==> config.mk <==
export PLATFORM = sky130hd
export DESIGN_NAME = vtp_probe
export DESIGN_NICKNAME = d
export VERILOG_FILES = /design/src/include/vtp_pkg.sv /design/src/core/vtp_probe.sv
export VERILOG_INCLUDE_DIRS = /design/src /design/src/include
export SDC_FILE = /design/constraint.sdc
export NUM_CORES = 1
export LEC_CHECK = 0
export BUFFER_PORTS_ARGS = -buffer_cell sky130_fd_sc_hd__buf_2
export CAP_MARGIN = 20
export CORE_MARGIN = 2
export CORE_UTILIZATION = 30
export DETAILED_ROUTE_END_ITERATION = 6
export PLACE_DENSITY = 0.57
export SLEW_MARGIN = 20
export SYNTH_ARGS = -nofsm -noshare
export SYNTH_HDL_FRONTEND = slang
export SYNTH_SLANG_ARGS = --single-unit
==> constraint.sdc <==
create_clock -name CLK -period 2.65 [get_ports CLK]
set_clock_uncertainty 0.1 [all_clocks]
set_input_delay 0.265 -clock CLK [delete_from_list [all_inputs] [get_ports CLK]]
set_output_delay 0.265 -clock CLK [all_outputs]
set_load 0.03 [all_outputs]
==> src/include/vtp_regs.svh <==
// Purpose: offsets, field positions, reset values of the translation probe registers
// Assumes: byte addresses on a 32-bit register bus, one word per register
// Notes:   64-bit registers are split into a low and a high word
`ifndef VTP_REGS_SVH
`define VTP_REGS_SVH

`define VTP_OFF_CTRL      12'ha00
`define VTP_OFF_SID_LO    12'ha08
`define VTP_OFF_SID_HI    12'ha0c
`define VTP_OFF_ADDR_LO   12'ha10
`define VTP_OFF_ADDR_HI   12'ha14
`define VTP_OFF_RES_LO    12'ha18
`define VTP_OFF_RES_HI    12'ha1c

`define VTP_CTRL_RUN_BIT  0
`define VTP_CTRL_RST      32'h0000_0000

`define VTP_REQ_TYPE_HI   11
`define VTP_REQ_TYPE_LO   10
`define VTP_REQ_PRIV_BIT  9
`define VTP_REQ_DIR_BIT   8
`define VTP_REQ_INSTR_BIT 7
`define VTP_REQ_INHIB_BIT 6
`define VTP_REQ_WMASK     32'hffff_ffc0
`define VTP_REQ_STAGE1    2'b01

`define VTP_SHARE_OUTER   2'b10
`define VTP_CLASS_STAGE1  2'b00

`define VTP_RESP_OKAY     2'b00
`define VTP_RESP_DECERR   2'b11

`endif

==> src/include/vtp_pkg.sv <==
// Purpose: types shared by the translation probe register block
// Assumes: walk engine sits outside and answers one request at a time
// Notes:   none
package vtp_pkg;

  typedef struct packed {
    logic [51:0] va;
    logic        priv;
    logic        read;
    logic        instr;
    logic        passive;
    logic [31:0] stream;
  } vtp_walk_req_t;

  typedef struct packed {
    logic        fault;
    logic [7:0]  mem_attrib;
    logic [39:0] oaddr;
    logic        size;
    logic [1:0]  share;
    logic [7:0]  fcode;
    logic [3:0]  impl_data;
  } vtp_walk_rsp_t;

  typedef enum logic [2:0] {
    VTP_IDLE = 3'b001,
    VTP_WALK = 3'b010,
    VTP_DONE = 3'b100
  } vtp_state_t;

endpackage

==> src/core/vtp_probe.sv <==
// Purpose: software register bank that runs one stage 1 address translation probe
// Assumes: AXI4-Lite slave, 32-bit data; walk engine answers with a one-cycle ack
// Notes:   control register is the secure copy; non-secure access to it is RAZ/WI
`include "vtp_regs.svh"

module vtp_probe #(
  parameter int          ADDR_W      = 12,
  parameter bit          WIDE_OADDR  = 1'b1,
  parameter logic [7:0]  BAD_REQ_CODE = 8'h01
) (
  input  wire logic                  CLK,
  input  wire logic                  ARST_N,
  input  wire logic [ADDR_W-1:0]     AWADDR,
  input  wire logic [2:0]            AWPROT,
  input  wire logic                  AWVALID,
  output      logic                  AWREADY,
  input  wire logic [31:0]           WDATA,
  input  wire logic [3:0]            WSTRB,
  input  wire logic                  WVALID,
  output      logic                  WREADY,
  output      logic [1:0]            BRESP,
  output      logic                  BVALID,
  input  wire logic                  BREADY,
  input  wire logic [ADDR_W-1:0]     ARADDR,
  input  wire logic [2:0]            ARPROT,
  input  wire logic                  ARVALID,
  output      logic                  ARREADY,
  output      logic [31:0]           RDATA,
  output      logic [1:0]            RRESP,
  output      logic                  RVALID,
  input  wire logic                  RREADY,
  output      logic                  WALK_VALID,
  output      vtp_pkg::vtp_walk_req_t WALK_REQ,
  input  wire logic                  WALK_DONE,
  input  wire vtp_pkg::vtp_walk_rsp_t WALK_RSP,
  output      logic                  PROBE_BUSY
);
  import vtp_pkg::*;

  function automatic logic [31:0] merge_bytes(
    input logic [31:0] old_v,
    input logic [31:0] new_v,
    input logic [3:0]  strb
  );
    logic [31:0] res;
    res = old_v;
    for (int i = 0; i < 4; i++) begin
      if (strb[i]) begin
        res[8*i +: 8] = new_v[8*i +: 8];
      end
    end
    return res;
  endfunction

  function automatic logic is_mapped(input logic [11:0] a);
    return (a == `VTP_OFF_CTRL)    || (a == `VTP_OFF_SID_LO) ||
           (a == `VTP_OFF_SID_HI)  || (a == `VTP_OFF_ADDR_LO) ||
           (a == `VTP_OFF_ADDR_HI) || (a == `VTP_OFF_RES_LO) ||
           (a == `VTP_OFF_RES_HI);
  endfunction

  // write and read channel holding registers
  logic              aw_full_r;
  logic [11:0]       aw_addr_r;
  logic              aw_sec_r;
  logic              w_full_r;
  logic [31:0]       w_data_r;
  logic [3:0]        w_strb_r;
  logic              bvalid_r;
  logic [1:0]        bresp_r;
  logic              rvalid_r;
  logic [31:0]       rdata_r;
  logic [1:0]        rresp_r;

  // register state
  vtp_state_t        state_r;
  vtp_state_t        state_nxt;
  logic [31:0]       req_lo_r;
  logic [31:0]       req_hi_r;
  logic [31:0]       sid_lo_r;
  logic [31:0]       sid_hi_r;
  logic [63:0]       res_r;
  vtp_walk_req_t     cap_r;
  logic              cap_bad_r;

  // decode
  logic              do_wr;
  logic              run;
  logic              wr_ctrl;
  logic              wr_req_lo;
  logic              wr_req_hi;
  logic              wr_sid_lo;
  logic              wr_sid_hi;
  logic              start;
  logic [11:0]       rd_addr;
  logic              rd_sec;
  logic [31:0]       rd_mux;
  logic              rd_ok;
  logic              wr_ok;
  logic [1:0]        req_type;
  logic              req_read;
  logic              eff_instr;
  logic              dev_mem;
  logic [1:0]        eff_share;
  logic [39:0]       eff_oaddr;
  logic [63:0]       ok_word;
  logic [63:0]       fault_word;

  assign rd_addr  = 12'(ARADDR);
  assign rd_sec   = ~ARPROT[1];
  assign run      = (state_r != VTP_IDLE);
  assign do_wr    = aw_full_r & w_full_r & ~bvalid_r;
  assign wr_ok    = is_mapped(aw_addr_r);
  assign rd_ok    = is_mapped(rd_addr);

  // secure-only control; the run bit holds off a second start
  assign wr_ctrl   = do_wr & (aw_addr_r == `VTP_OFF_CTRL) & aw_sec_r;
  assign start     = wr_ctrl & w_strb_r[0] & w_data_r[`VTP_CTRL_RUN_BIT] & ~run;
  assign wr_req_lo = do_wr & (aw_addr_r == `VTP_OFF_ADDR_LO) & ~run;
  assign wr_req_hi = do_wr & (aw_addr_r == `VTP_OFF_ADDR_HI) & ~run;
  assign wr_sid_lo = do_wr & (aw_addr_r == `VTP_OFF_SID_LO) & ~run;
  assign wr_sid_hi = do_wr & (aw_addr_r == `VTP_OFF_SID_HI) & ~run;

  // request field decode at the moment of capture
  assign req_type  = req_lo_r[`VTP_REQ_TYPE_HI:`VTP_REQ_TYPE_LO];
  assign req_read  = req_lo_r[`VTP_REQ_DIR_BIT];
  // a write probe is always a data access
  assign eff_instr = req_read & req_lo_r[`VTP_REQ_INSTR_BIT];

  // result words
  // device memory types have a zero upper nibble in the attribute byte
  assign dev_mem   = (WALK_RSP.mem_attrib[7:4] == 4'h0);
  assign eff_share = dev_mem ? `VTP_SHARE_OUTER : WALK_RSP.share;
  assign eff_oaddr = WIDE_OADDR ? WALK_RSP.oaddr
                                : {4'h0, WALK_RSP.oaddr[35:0]};
  assign ok_word = {WALK_RSP.mem_attrib,
                    4'h0,
                    eff_oaddr,
                    WALK_RSP.size,
                    1'b0,
                    eff_share,
                    7'h00,
                    1'b0};
  assign fault_word = {WALK_RSP.impl_data,
                       8'h00,
                       40'h0,
                       WALK_RSP.fcode,
                       1'b0,
                       `VTP_CLASS_STAGE1,
                       1'b1};

  // read mux; non-secure view of the control word is zero
  assign rd_mux =
    (rd_addr == `VTP_OFF_CTRL)    ? (rd_sec ? {31'h0, run} : 32'h0) :
    (rd_addr == `VTP_OFF_SID_LO)  ? sid_lo_r :
    (rd_addr == `VTP_OFF_SID_HI)  ? sid_hi_r :
    (rd_addr == `VTP_OFF_ADDR_LO) ? req_lo_r :
    (rd_addr == `VTP_OFF_ADDR_HI) ? req_hi_r :
    (rd_addr == `VTP_OFF_RES_LO)  ? res_r[31:0] :
    (rd_addr == `VTP_OFF_RES_HI)  ? res_r[63:32] : 32'h0;

  // handshakes
  assign AWREADY    = ~aw_full_r;
  assign WREADY     = ~w_full_r;
  assign BVALID     = bvalid_r;
  assign BRESP      = bresp_r;
  assign ARREADY    = ~rvalid_r;
  assign RVALID     = rvalid_r;
  assign RDATA      = rdata_r;
  assign RRESP      = rresp_r;
  assign WALK_VALID = (state_r == VTP_WALK);
  assign WALK_REQ   = cap_r;
  assign PROBE_BUSY = run;

  // address and data are taken in either order
  always_ff @(posedge CLK or negedge ARST_N) begin
    if (!ARST_N) begin
      aw_full_r <= 1'b0;
      aw_addr_r <= 12'h000;
      aw_sec_r  <= 1'b0;
    end else if (AWVALID && !aw_full_r) begin
      aw_full_r <= 1'b1;
      aw_addr_r <= 12'(AWADDR);
      aw_sec_r  <= ~AWPROT[1];
    end else if (do_wr) begin
      aw_full_r <= 1'b0;
    end
  end

  always_ff @(posedge CLK or negedge ARST_N) begin
    if (!ARST_N) begin
      w_full_r <= 1'b0;
      w_data_r <= 32'h0;
      w_strb_r <= 4'h0;
    end else if (WVALID && !w_full_r) begin
      w_full_r <= 1'b1;
      w_data_r <= WDATA;
      w_strb_r <= WSTRB;
    end else if (do_wr) begin
      w_full_r <= 1'b0;
    end
  end

  // writes to read-only or guarded words still answer okay
  always_ff @(posedge CLK or negedge ARST_N) begin
    if (!ARST_N) begin
      bvalid_r <= 1'b0;
      bresp_r  <= `VTP_RESP_OKAY;
    end else if (do_wr) begin
      bvalid_r <= 1'b1;
      bresp_r  <= wr_ok ? `VTP_RESP_OKAY : `VTP_RESP_DECERR;
    end else if (BREADY) begin
      bvalid_r <= 1'b0;
    end
  end

  always_ff @(posedge CLK or negedge ARST_N) begin
    if (!ARST_N) begin
      rvalid_r <= 1'b0;
      rdata_r  <= 32'h0;
      rresp_r  <= `VTP_RESP_OKAY;
    end else if (ARVALID && !rvalid_r) begin
      rvalid_r <= 1'b1;
      rdata_r  <= rd_ok ? rd_mux : 32'h0;
      rresp_r  <= rd_ok ? `VTP_RESP_OKAY : `VTP_RESP_DECERR;
    end else if (RREADY) begin
      rvalid_r <= 1'b0;
    end
  end

  // request and stream words; frozen while a probe runs
  always_ff @(posedge CLK or negedge ARST_N) begin
    if (!ARST_N) begin
      req_lo_r <= 32'h0;
      req_hi_r <= 32'h0;
      sid_lo_r <= 32'h0;
      sid_hi_r <= 32'h0;
    end else begin
      if (wr_req_lo) begin
        req_lo_r <= merge_bytes(req_lo_r, w_data_r, w_strb_r) & `VTP_REQ_WMASK;
      end
      if (wr_req_hi) begin
        req_hi_r <= merge_bytes(req_hi_r, w_data_r, w_strb_r);
      end
      if (wr_sid_lo) begin
        sid_lo_r <= merge_bytes(sid_lo_r, w_data_r, w_strb_r);
      end
      if (wr_sid_hi) begin
        sid_hi_r <= merge_bytes(sid_hi_r, w_data_r, w_strb_r);
      end
    end
  end

  // snapshot at start so the walk never sees later register edits
  always_ff @(posedge CLK or negedge ARST_N) begin
    if (!ARST_N) begin
      cap_r     <= '0;
      cap_bad_r <= 1'b0;
    end else if (start) begin
      cap_r.va      <= {req_hi_r, req_lo_r[31:12]};
      cap_r.priv    <= req_lo_r[`VTP_REQ_PRIV_BIT];
      cap_r.read    <= req_read;
      cap_r.instr   <= eff_instr;
      cap_r.passive <= req_lo_r[`VTP_REQ_INHIB_BIT];
      cap_r.stream  <= sid_lo_r;
      cap_bad_r     <= (req_type != `VTP_REQ_STAGE1);
    end
  end

  // probe sequencing; a written zero to run is dropped, never cancels
  always_comb begin
    state_nxt = state_r;
    case (state_r)
      VTP_IDLE: begin
        if (start) begin
          state_nxt = VTP_WALK;
        end
      end
      VTP_WALK: begin
        if (cap_bad_r || WALK_DONE) begin
          state_nxt = VTP_DONE;
        end
      end
      VTP_DONE: begin
        state_nxt = VTP_IDLE;
      end
      default: begin
        state_nxt = VTP_IDLE;
      end
    endcase
  end

  always_ff @(posedge CLK or negedge ARST_N) begin
    if (!ARST_N) begin
      state_r <= VTP_IDLE;
    end else begin
      state_r <= state_nxt;
    end
  end

  // result lands one cycle before run reads clear
  always_ff @(posedge CLK or negedge ARST_N) begin
    if (!ARST_N) begin
      res_r <= 64'h0;
    end else if (state_r == VTP_WALK) begin
      if (cap_bad_r) begin
        res_r <= {4'h0, 8'h00, 40'h0, BAD_REQ_CODE, 1'b0,
                  `VTP_CLASS_STAGE1, 1'b1};
      end else if (WALK_DONE) begin
        res_r <= WALK_RSP.fault ? fault_word : ok_word;
      end
    end
  end

endmodule

### After elaboration in Yosys (flattened, before gate mapping)

Index checks and enable logic that the tools add are counted.

| storage, ports and cells | value |
|---|---|
| bits in latches | 0 |
| flip-flop bits (word level) | 367 |
| memory bits (read-only) | 0 |
| output and inout bits | 131 |
| memory bits (writable) | 0 |
| word-level logic and storage cells | 146 |
| memories kept | 0 |
| input port bits | 138 |

| cells by class | value |
|---|---|
| multiplexer cells | 25 |
| magnitude comparators | 0 |
| add/sub/neg operators | 0 |
| shift-type cells | 0 |
| $mul | 0 |
| bitwise logic cells | 22 |
| div/mod/pow operators | 0 |
| reductions and logical operators | 43 |
| equal/unequal tests | 20 |

Operators with widths:

| kind | number |
|---|---|
| $mux W32 | 8 |
| $mux W64 | 3 |
| $eq A12 B12 Y1 const B | 14 |
| $reduce_and A2 Y1 | 18 |
| $and A1 B1 Y1 | 16 |
| $logic_or A1 B1 Y1 | 13 |
| $reduce_bool A2 Y1 | 5 |
| $mux W1 | 8 |
| $mux W2 | 3 |
| $mux W3 | 2 |
| $not A1 Y1 | 6 |
| $pmux W3 S2 | 1 |
| $logic_not A4 Y1 | 1 |
| $ne A2 B1 Y1 const B | 2 |
| $eq A3 B1 Y1 const B | 1 |
| $eq A3 B2 Y1 const B | 1 |
| $logic_and A1 B1 Y1 | 3 |
| $logic_not A1 Y1 | 3 |
| $ne A3 B1 Y1 const B | 1 |
| $ne A2 B2 Y1 const B | 1 |

### Logic depth before layout (Yosys ltp)

Gate-level depths: netlist of run 1.

| logic depth | value |
|---|---|
| word-level depth | 9 |
| mapped depth | 8 |
| depth with buffers taken out | 5 |

### Worst setup path before layout of run 1

OpenSTA, ideal clock, no wires.

| path | value |
|---|---|
| path kind | register to register |
| start point | register state_r[0] |
| end point | register cap_r (netlist bit WALK_REQ[83]) |
| arrival time | 2.517 ns |
| path slack | -0.092 ns |
| period minus slack after synthesis | 2.742 ns |
| path buffers | 2 |
| required time | 2.425 ns |
| setup time | 0.125 ns |
| stages on the path, launching flop included | 7 |
| cell sequence | dfstp_2 or3b_1 or2_2 nor4_1 buf_2 buf_2 mux2_2 |

| on the way | value |
|---|---|
| word-level cells in the longest chain between the ends | 3 |

Ends and longest elaborated chain:

| element | RTL line | text |
|---|---|---|
| start: declaration | vtp_probe.sv:76 | `vtp_state_t state_r;` |
| start signal: assignment | vtp_probe.sv:297 | `state_r <= state_nxt;` |
| $ne A3 B1 Y1 | vtp_probe.sv:111 | `assign run = (state_r != VTP_IDLE);` |
| via PROBE_BUSY | vtp_probe.sv:36 | `output logic PROBE_BUSY` |
| $not A1 Y1 | vtp_probe.sv:118 | `` assign start = wr_ctrl & w_strb_r[0] & w_data_r[`VTP_CTRL_RUN_BIT] & ~run; `` |
| $and A1 B1 Y1 | vtp_probe.sv:118 |  |
| end: declaration | vtp_probe.sv:83 | `vtp_walk_req_t cap_r;` |

The timed path passes the listed nets, and every way through them passes these cells.
A chain may end at the register's enable or synchronous reset.

### Final worst setup path of run 1

| path | value |
|---|---|
| start point | register state_r[0] |
| end point | register cap_r (netlist bit WALK_REQ[21]) |

| on the way | value |
|---|---|
| word-level cells in the longest chain between the ends | 3 |

Ends and longest elaborated chain:

| element | RTL line |
|---|---|
| $ne A3 B1 Y1 | vtp_probe.sv:111 |
| $not A1 Y1 | vtp_probe.sv:118 |
| $and A1 B1 Y1 | vtp_probe.sv:118 |

Every way passes these cells.

==> results of run 1 <==
==> registers in the layout, summed over array words and instances (netlist names) <==
name and cells:
cap_bad_r 1, BRESP 1, w_data_r 32, aw_sec_r 1, sid_lo_r 32, aw_addr_r 12
req_hi_r 32, state_r 3, req_lo_r 26, RRESP 1, w_strb_r 4, w_full_r 1
RVALID 1, WALK_REQ 88, aw_full_r 1, RDATA 32, res_r 57, BVALID 1
sid_hi_r 32
==> power by group through the flow <==
stage | clock (µW) | sequential, µW | combinational, µW
after floorplan | 0 | 6310 | 889
after global placement | 0 | 6480 | 1380
after detailed placement | 0 | 6510 | 1410
after CTS | 5970 | 6410 | 1550
after global routing | 6190 | 6500 | 1690
final | 5820 | 6430 | 1570
==> worst register-to-register path, cell delays in order (launching register included) <==
cell and delay (ns):
dfstp_2 0.52, or3b_4 0.39, or2_4 0.30, nor4_2 0.21, buf_4 0.22, buf_16 0.22, mux2_2 0.41
==> worst paths after layout <==
path                        startpoint           end  cells after the start
min reg2reg                  res_r[21]     res_r[21]                      2
min                        WALK_RSP[2]     res_r[62]                      3
max in group asynchronous       ARST_N  w_data_r[13]                      3
max                         state_r[0]  WALK_REQ[21]                      6
min in group asynchronous       ARST_N     RDATA[28]                      2
max reg2reg                 state_r[0]  WALK_REQ[21]                      6
==> logic make-up after synthesis <==
family,Yosys count,share of synthesized area (%)
AO/OA/AOI/OAI,167,7.349
multiplexers,283,20.99
buffers and inverters,83,2.285
AND/OR/NAND/NOR,324,10.31
flip-flops,358,59.06
==> per-layer routing <==
metal	global-route usage [%]	routed length (µm)	vias up
met5	0	57	-
met4	6.027	1300	10
met3	3.755	3253	73
met2	31.22	23430	370
met1	25.09	21590	5904
li1	-	-	5227
==> per-stage QoR <==
stage / instance area [µm²] / hold slack (ns)
2_1_floorplan: 15170 / -0.1306
3_3_place_gp: 17780 / 0.1565
3_5_place_dp: 17780 / 0.1409
4_1_cts: 20320 / 0.008691
5_1_grt: 20400 / 0.06579
6_report: 20410 / 0.03803
==> timing repair <==
action / in CTS / in global routing
hold buffers: 114 / 0
endpoints found under the setup margin: 0 / 105
hold endpoints to repair: 173 / 0
buffers inserted: 0 / 1
resized for setup: 0 / 11
==> cells in the final DEF (no fill, tap or decap), drive strengths merged, types with 7 or more instances in the layout <==
| master | instances |
|---|---|
| dlygate4sd3 | 114 |
| nand2 | 146 |
| inv | 13 |
| o32a | 13 |
| a21oi | 22 |
| a2bb2oi | 8 |
| dfrtp | 357 |
| nand3b | 7 |
| o21ai | 46 |
| buf | 331 |
| nor2 | 50 |
| nand2b | 10 |
| nand3 | 58 |
| o31ai | 18 |
| mux2 | 271 |
| nor3 | 11 |
| o22ai | 28 |
| clkinv | 8 |
| clkbuf | 60 |
| mux2i | 11 |
==> layout make-up <==
cell class	instances	share of cell area, %
well taps	672	4.120
inverters	13	0.2391
multi-input cells	774	29.29
clock inverters	13	0.6377
diodes	1	0.01226
flip-flops and latches	358	43.91
clock buffers	60	6.236
repair buffers	445	15.56
==> Implementation_results.wiki, run 1 <==
{| class="wikitable"
! Metric !! Value
|-
| Status || complete, no violations
|-
| Filler-free cell count of the finished design || 2336
|-
| Area inside the core boundary || 50070 µm²
|-
| Number of buffer and inverter stages on the critical path || 2
|-
| Ports placed on the boundary || 269
|-
| Area enclosed by the die boundary || 52380 µm²
|-
| Dpl cells || 2147
|-
| Count of flip-flops with a built-in enable after synthesis || 0
|-
| Final weighted congestion of routability-driven global placement || 0.8201
|-
| Yosys reg bits || 358
|-
| GRT Total Usage || 18.94%
|-
| Worst path top cell family by delay || simple AND/OR/NAND/NOR gates
|-
| Internal power || 10210 µW
|-
| Net count after synthesis || roughly 1400
|-
| Cell Pwr Density || 676.9 nW/µm²
|-
| Placed wire-length estimate after detailed placement || 34140 µm
|-
| Synthesized instance count || 1215
|-
| Multi-input gate area in the final layout || 5977 µm²
|-
| Crit-path slowest cell || dfstp_2
|-
| Core occupancy in the finished layout || roughly two fifths
|-
| Post-synthesis instance area || 15170 µm²
|-
| Clock share of power || 42.1%
|-
| Clock Latency Late Sink || 0.56 ns
|-
| Synth top cells by count || dfrtp_1 (357), mux2_2 (269), nand2_1 (146)
|-
| DRC errors left || 0
|-
| Layout Area Growth over Synthesis || 34.52%
|-
| Sort of element at the start of the critical path || flop
|-
| Number of nets in the layout || approximately 1800
|-
| Primary flip-flop cell chosen by synthesis mapping || dfrtp_1
|-
| Largest net degree at the start of global routing || 86
|-
| Residual overflow from global routing || 0
|-
| Leading cell types by total area after synthesis || dfrtp_1 (59%), mux2_2 (20%), nand2_1 (3.6%)
|-
| Starting DRC count in detailed routing || a little under 800
|-
| Average wire per standard cell || around 21 µm
|-
| Count of vias placed by the detailed router || 11580
|-
| Register clock-pin slew on the reported worst setup and hold paths || roughly 0.06 ns
|-
| Minimum clock period after layout || ~2.5 ns
|-
| Cell with the most instances after synthesis || dfrtp_1
|-
| Standard-cell rows || 82
|-
| Number of buffers between clock root and the deepest sink || 3
|-
| First-pass GRT wire length || 74780 µm
|-
| Worst-path maximum fanout || 29
|-
| Max-slew violation count || 0
|-
| Share of the yosys chip area belonging to registers || 59.06%
|-
| Worst min-delay path category || primary input to flop
|-
| Number of setup violations in the final report || 0
|-
| Antenna-violating nets left || 0
|-
| IR drop worst, VDD || approximately 0.39 mV
|-
| Crit Path Class || flop to flop
|-
| Post-place setup slack || around 0.014 ns
|-
| Count of endpoints failing hold in the final timing report || 0
|-
| Setup repair after global routing missed its margin || false
|-
| Flop pwr share || between 40% and 50%
|-
| Final total negative setup slack || 0 ns
|-
| CTS buffer count || 42
|-
| Max-slew headroom || 48.59%
|-
| First-pass detailed-route iteration total || 5
|-
| Sw Pwr || 3603 µW
|-
| CP required || 2.98 ns
|-
| Post-Synthesis Mean Instance Area || 12.49 µm²
|-
| Initial antenna violation count || 6
|-
| Asr flop ratio synth || 100.0%
|-
| Register-to-register setup slack || 0.14 ns
|-
| Kind of end point of the critical path || flop
|-
| Number of sinks driven by the clock tree || 358
|-
| DIE HEIGHT || about 230 µm
|-
| Area taken by flip-flops and latches || 8960 µm²
|-
| Clock root buffer master || clkbuf_16
|-
| Switching Share || 26.09%
|-
| Fillers || 4870
|-
| Max-cap violations || 0
|-
| Upper clock frequency limit || 399.0 MHz
|-
| Total Power Consumption || 13810 µW
|-
| Number of global-route vias before repair || about 12000
|-
| Initial standard-cell utilization of the core || between 30% and 40%
|-
| Die outline width || between 200 and 250 µm
|-
| Final wirelength || around 50000 µm
|-
| Cell chain of the critical path || or3b_4 -> or2_4 -> nor4_2 -> buf_4 -> buf_16 -> mux2_2
|-
| Yosys top cell area share || 58.89%
|-
| Setup slack after layout || 0.1440 ns
|-
| Combinational share of power || between 10% and 20%
|-
| Largest stage delay on the critical path || between 0.5 and 0.6 ns
|-
| Final clock period utilization by the worst path || ~95%
|-
| CP Data Arrival Time || around 2.8 ns
|-
| Number of vias per cell after detailed routing || 4.959
|-
| Count of input and output buffers || roughly 260
|-
| Share of post-route cells with drive strength above 1 || 41.73%
|-
| Yosys warning total || 0
|-
| Leak Pwr || 0.01033 µW
|-
| Most area-hungry cell type in the Yosys netlist || dfrtp_1
|-
| H-Tree Depth || 2
|-
| Clock tree from TritonCTS || built
|-
| Actual slew at the worst max-slew pin || between 0.7 and 0.8 ns
|-
| Number of distinct standard cells referenced by the synthesized netlist || 59
|}
No activity file was read; power rests on OpenSTA's default activity.
==> inputs of run 2 (changes only) <==
--- a/config.mk
+++ b/config.mk
@@ -11,8 +11,10 @@
 export CORE_MARGIN = 2
 export CORE_UTILIZATION = 30
 export DETAILED_ROUTE_END_ITERATION = 6
-export PLACE_DENSITY = 0.57
+export PLACE_DENSITY = 0.55
+export REMOVE_ABC_BUFFERS = 1
 export SLEW_MARGIN = 20
 export SYNTH_ARGS = -nofsm -noshare
 export SYNTH_HDL_FRONTEND = slang
 export SYNTH_SLANG_ARGS = --single-unit
+export TNS_END_PERCENT = 30
==> constraint.sdc (replaced) <==
create_clock -name CLK -period 3.1 [get_ports CLK]
set_clock_uncertainty 0.1 [all_clocks]
set_input_delay 0.31 -clock CLK [delete_from_list [all_inputs] [get_ports CLK]]
set_output_delay 0.31 -clock CLK [all_outputs]
set_load 0.03 [all_outputs]
==> Implementation_results.wiki, run 2 (synthesized netlist as in run 1, its figures left out) <==
{| class="wikitable"
! Metric !! Value
|-
| First-pass GRT wire length || approximately 76000 µm
|-
| Layout Area Growth over Synthesis || 33.07%
|-
| Combinational share of power || a little over a tenth
|-
| Hold Path Origin || WALK_RSP[4]
|-
| Clock root buffer master || clkbuf_16
|-
| Largest net degree at the start of global routing || ~100
|-
| Clock share of power || 43.6%
|-
| Switching Share || 25.87%
|-
| Count of input and output buffers || roughly 260
|-
| Launch point of the worst reg-to-reg path || state_r[0]
|-
| Final clock period utilization by the worst path || 89.11%
|-
| Final wirelength || 50520 µm
|-
| Core occupancy in the finished layout || 40.32%
|-
| Final weighted congestion of routability-driven global placement || just under 0.8
|-
| Area taken by flip-flops and latches || 8960 µm²
|-
| Count of vias placed by the detailed router || 11350
|-
| Antenna-violating nets left || 0
|-
| Register-to-register setup slack || 0.34 ns
|-
| Setup repair after global routing missed its margin || false
|-
| Filler-free cell count of the finished design || 2319
|-
| Hold path cells || 3
|-
| Initial standard-cell utilization of the core || 30.30%
|-
| Commonest non-fill, non-tap cells in the layout || dfrtp_1 (357), mux2_2 (269), buf_2 (263)
|-
| Area inside the core boundary || 50070 µm²
|-
| Clock Latency Late Sink || around 0.56 ns
|-
| Status || complete, no violations
|-
| Residual overflow from global routing || 0
|-
| Fillers || ~4800
|-
| IR drop worst, VDD || around 0.45 mV
|-
| Number of cells traversed by the worst register-to-register path || 6
|-
| GRT Total Usage || 19.32%
|-
| Minimum clock period after layout || 2.762 ns
|-
| Initial antenna violation count || 2
|-
| Worst min-delay path category || primary input to flop
|-
| Worst-path maximum fanout || 8
|-
| Max-cap violations || 0
|-
| Met2 track demand over resource || 31.34%
|-
| Clock tree from TritonCTS || built
|-
| CP Data Arrival Time || about 3.1 ns
|-
| Starting DRC count in detailed routing || roughly 700
|-
| Sort of element at the start of the critical path || flop
|-
| Kind of end point of the critical path || flop
|-
| Setup slack after layout || ~0.34 ns
|-
| Multi-input gate area in the final layout || 5913 µm²
|-
| Number of global-route vias before repair || 11930
|-
| Sw Pwr || 3111 µW
|-
| Die outline width || 228.9 µm
|-
| First-pass detailed-route iteration total || 4
|-
| CP required || 3.44 ns
|-
| Area enclosed by the die boundary || 52380 µm²
|-
| Leak Pwr || a little over 0.01 µW
|-
| Number of buffers between clock root and the deepest sink || 3
|-
| Number of nets in the layout || about 1800
|-
| Post-CTS repair timing setup buffer count || 0
|-
| Total of cells resized after clock tree synthesis || 0
|-
| Cell area after layout || about 20000 µm²
|-
| GR Layer Usage met1 || around a quarter
|-
| Register clock-pin slew on the reported worst setup and hold paths || 0.06 ns
|-
| Post-place setup slack || 0.2830 ns
|-
| Number of sinks driven by the clock tree || about 360
|-
| Actual slew at the worst max-slew pin || about 0.96 ns
|-
| Max-slew violation count || 0
|-
| Ports placed on the boundary || 269
|-
| Worst-case hold path end point || res_r[4]
|-
| Standard-cell rows || 82
|-
| H-Tree Depth || 2
|-
| First element of the critical path || state_r[0]
|-
| Number of vias per cell after detailed routing || 4.893
|-
| Number of flip-flops under the largest register name || 88
|-
| Met3 track demand over resource || 3.730%
|-
| Total Power Consumption || 12030 µW
|-
| Most Crowded Layer GR || met2
|-
| Share of post-route cells with drive strength above 1 || 41.43%
|-
| Dpl cells || around 2100
|-
| Number of setup violations in the final report || 0
|-
| Area of placed instances || 17640 µm²
|-
| Most common cell after layout, fill and taps aside || dfrtp_1
|-
| Placed wire-length estimate after detailed placement || 33760 µm
|-
| Max-slew headroom || 36.00%
|-
| FF-to-FF End || sid_hi_r[23]
|-
| CTS buffer count || between 40 and 50
|-
| DIE HEIGHT || around 230 µm
|-
| Average wire per standard cell || 21.78 µm
|-
| Internal power || 8915 µW
|-
| DRC errors left || 0
|-
| Crit Path Class || flop to flop
|-
| Upper clock frequency limit || ~360 MHz
|-
| Count of endpoints failing hold in the final timing report || 0
|-
| Flop pwr share || 45.7%
|-
| Cell Pwr Density || 595.8 nW/µm²
|}
## run 2: cell types whose count changed in the layout (fill, tap and decap cells not counted), sizes merged
cell,previous run,this run
bufinv,2,5
buf,331,317
clkbuf,60,59
clkinvlp,3,1
dlygate4sd3,114,107
clkinv,8,12
## run 2: worst max path at each step
stage | end | depth (start not counted)
2_1_floorplan | WALK_REQ[0] | 4
3_3_place_gp | sid_hi_r[23] | 6
3_5_place_dp | sid_hi_r[23] | 6
4_1_cts | sid_hi_r[23] | 6
5_1_grt | req_hi_r[28] | 6
6_report | sid_hi_r[23] | 6
## run 2: through the flow
stage,hold WS [ns],TNS [ns]
2_1_floorplan,-0.08559,-892.51
3_3_place_gp,0.3414,0
5_1_grt,0.01700,0
4_1_cts,0.009177,0
3_5_place_dp,0.3470,0
6_report,0.03282,0
## run 2: repair_timing
action / CTS / global route
hold buffers: 107 / 0
setup endpoints to repair: 0 / 0
hold endpoints to repair: 189 / 0
## run 2: layout make-up
| class | count | area share [%] |
|---|---|---|
| Sequential cell | 358 | 44.39 |
| Multi-Input combinational cell | 774 | 29.29 |
| Timing Repair Buffer | 424 | 14.62 |
| Clock buffer | 59 | 6.186 |
| Tap cell | 672 | 4.165 |
| Clock inverter | 18 | 1.097 |
| Inverter | 13 | 0.2417 |
| Antenna cell | 1 | 0.01240 |
## run 2: critical path: stages, from the launching register on
cell and delay, ns:
dfstp_2 0.52, or3b_1 0.42, or2_2 0.39, nor4_2 0.23, buf_4 0.18, nand2_1 0.35
mux2_1 0.44
## run 2: routing by layer
metal / routed length [µm] / vias up
met4: 970 / 0
met2: 23570 / 305
met1: 23490 / 5789
met5: 0 / -
li1: - / 5180
met3: 2491 / 72
## run 2: power by group through the flow
stage                     clock network, µW  registers, µW  logic [µW]
after global placement                    0           5570        1160
final                                  5250           5500        1280
after floorplan                           0           5450         653
after detailed placement                  0           5590        1190
after global routing                   5570           5560        1390
after CTS                              5380           5500        1300
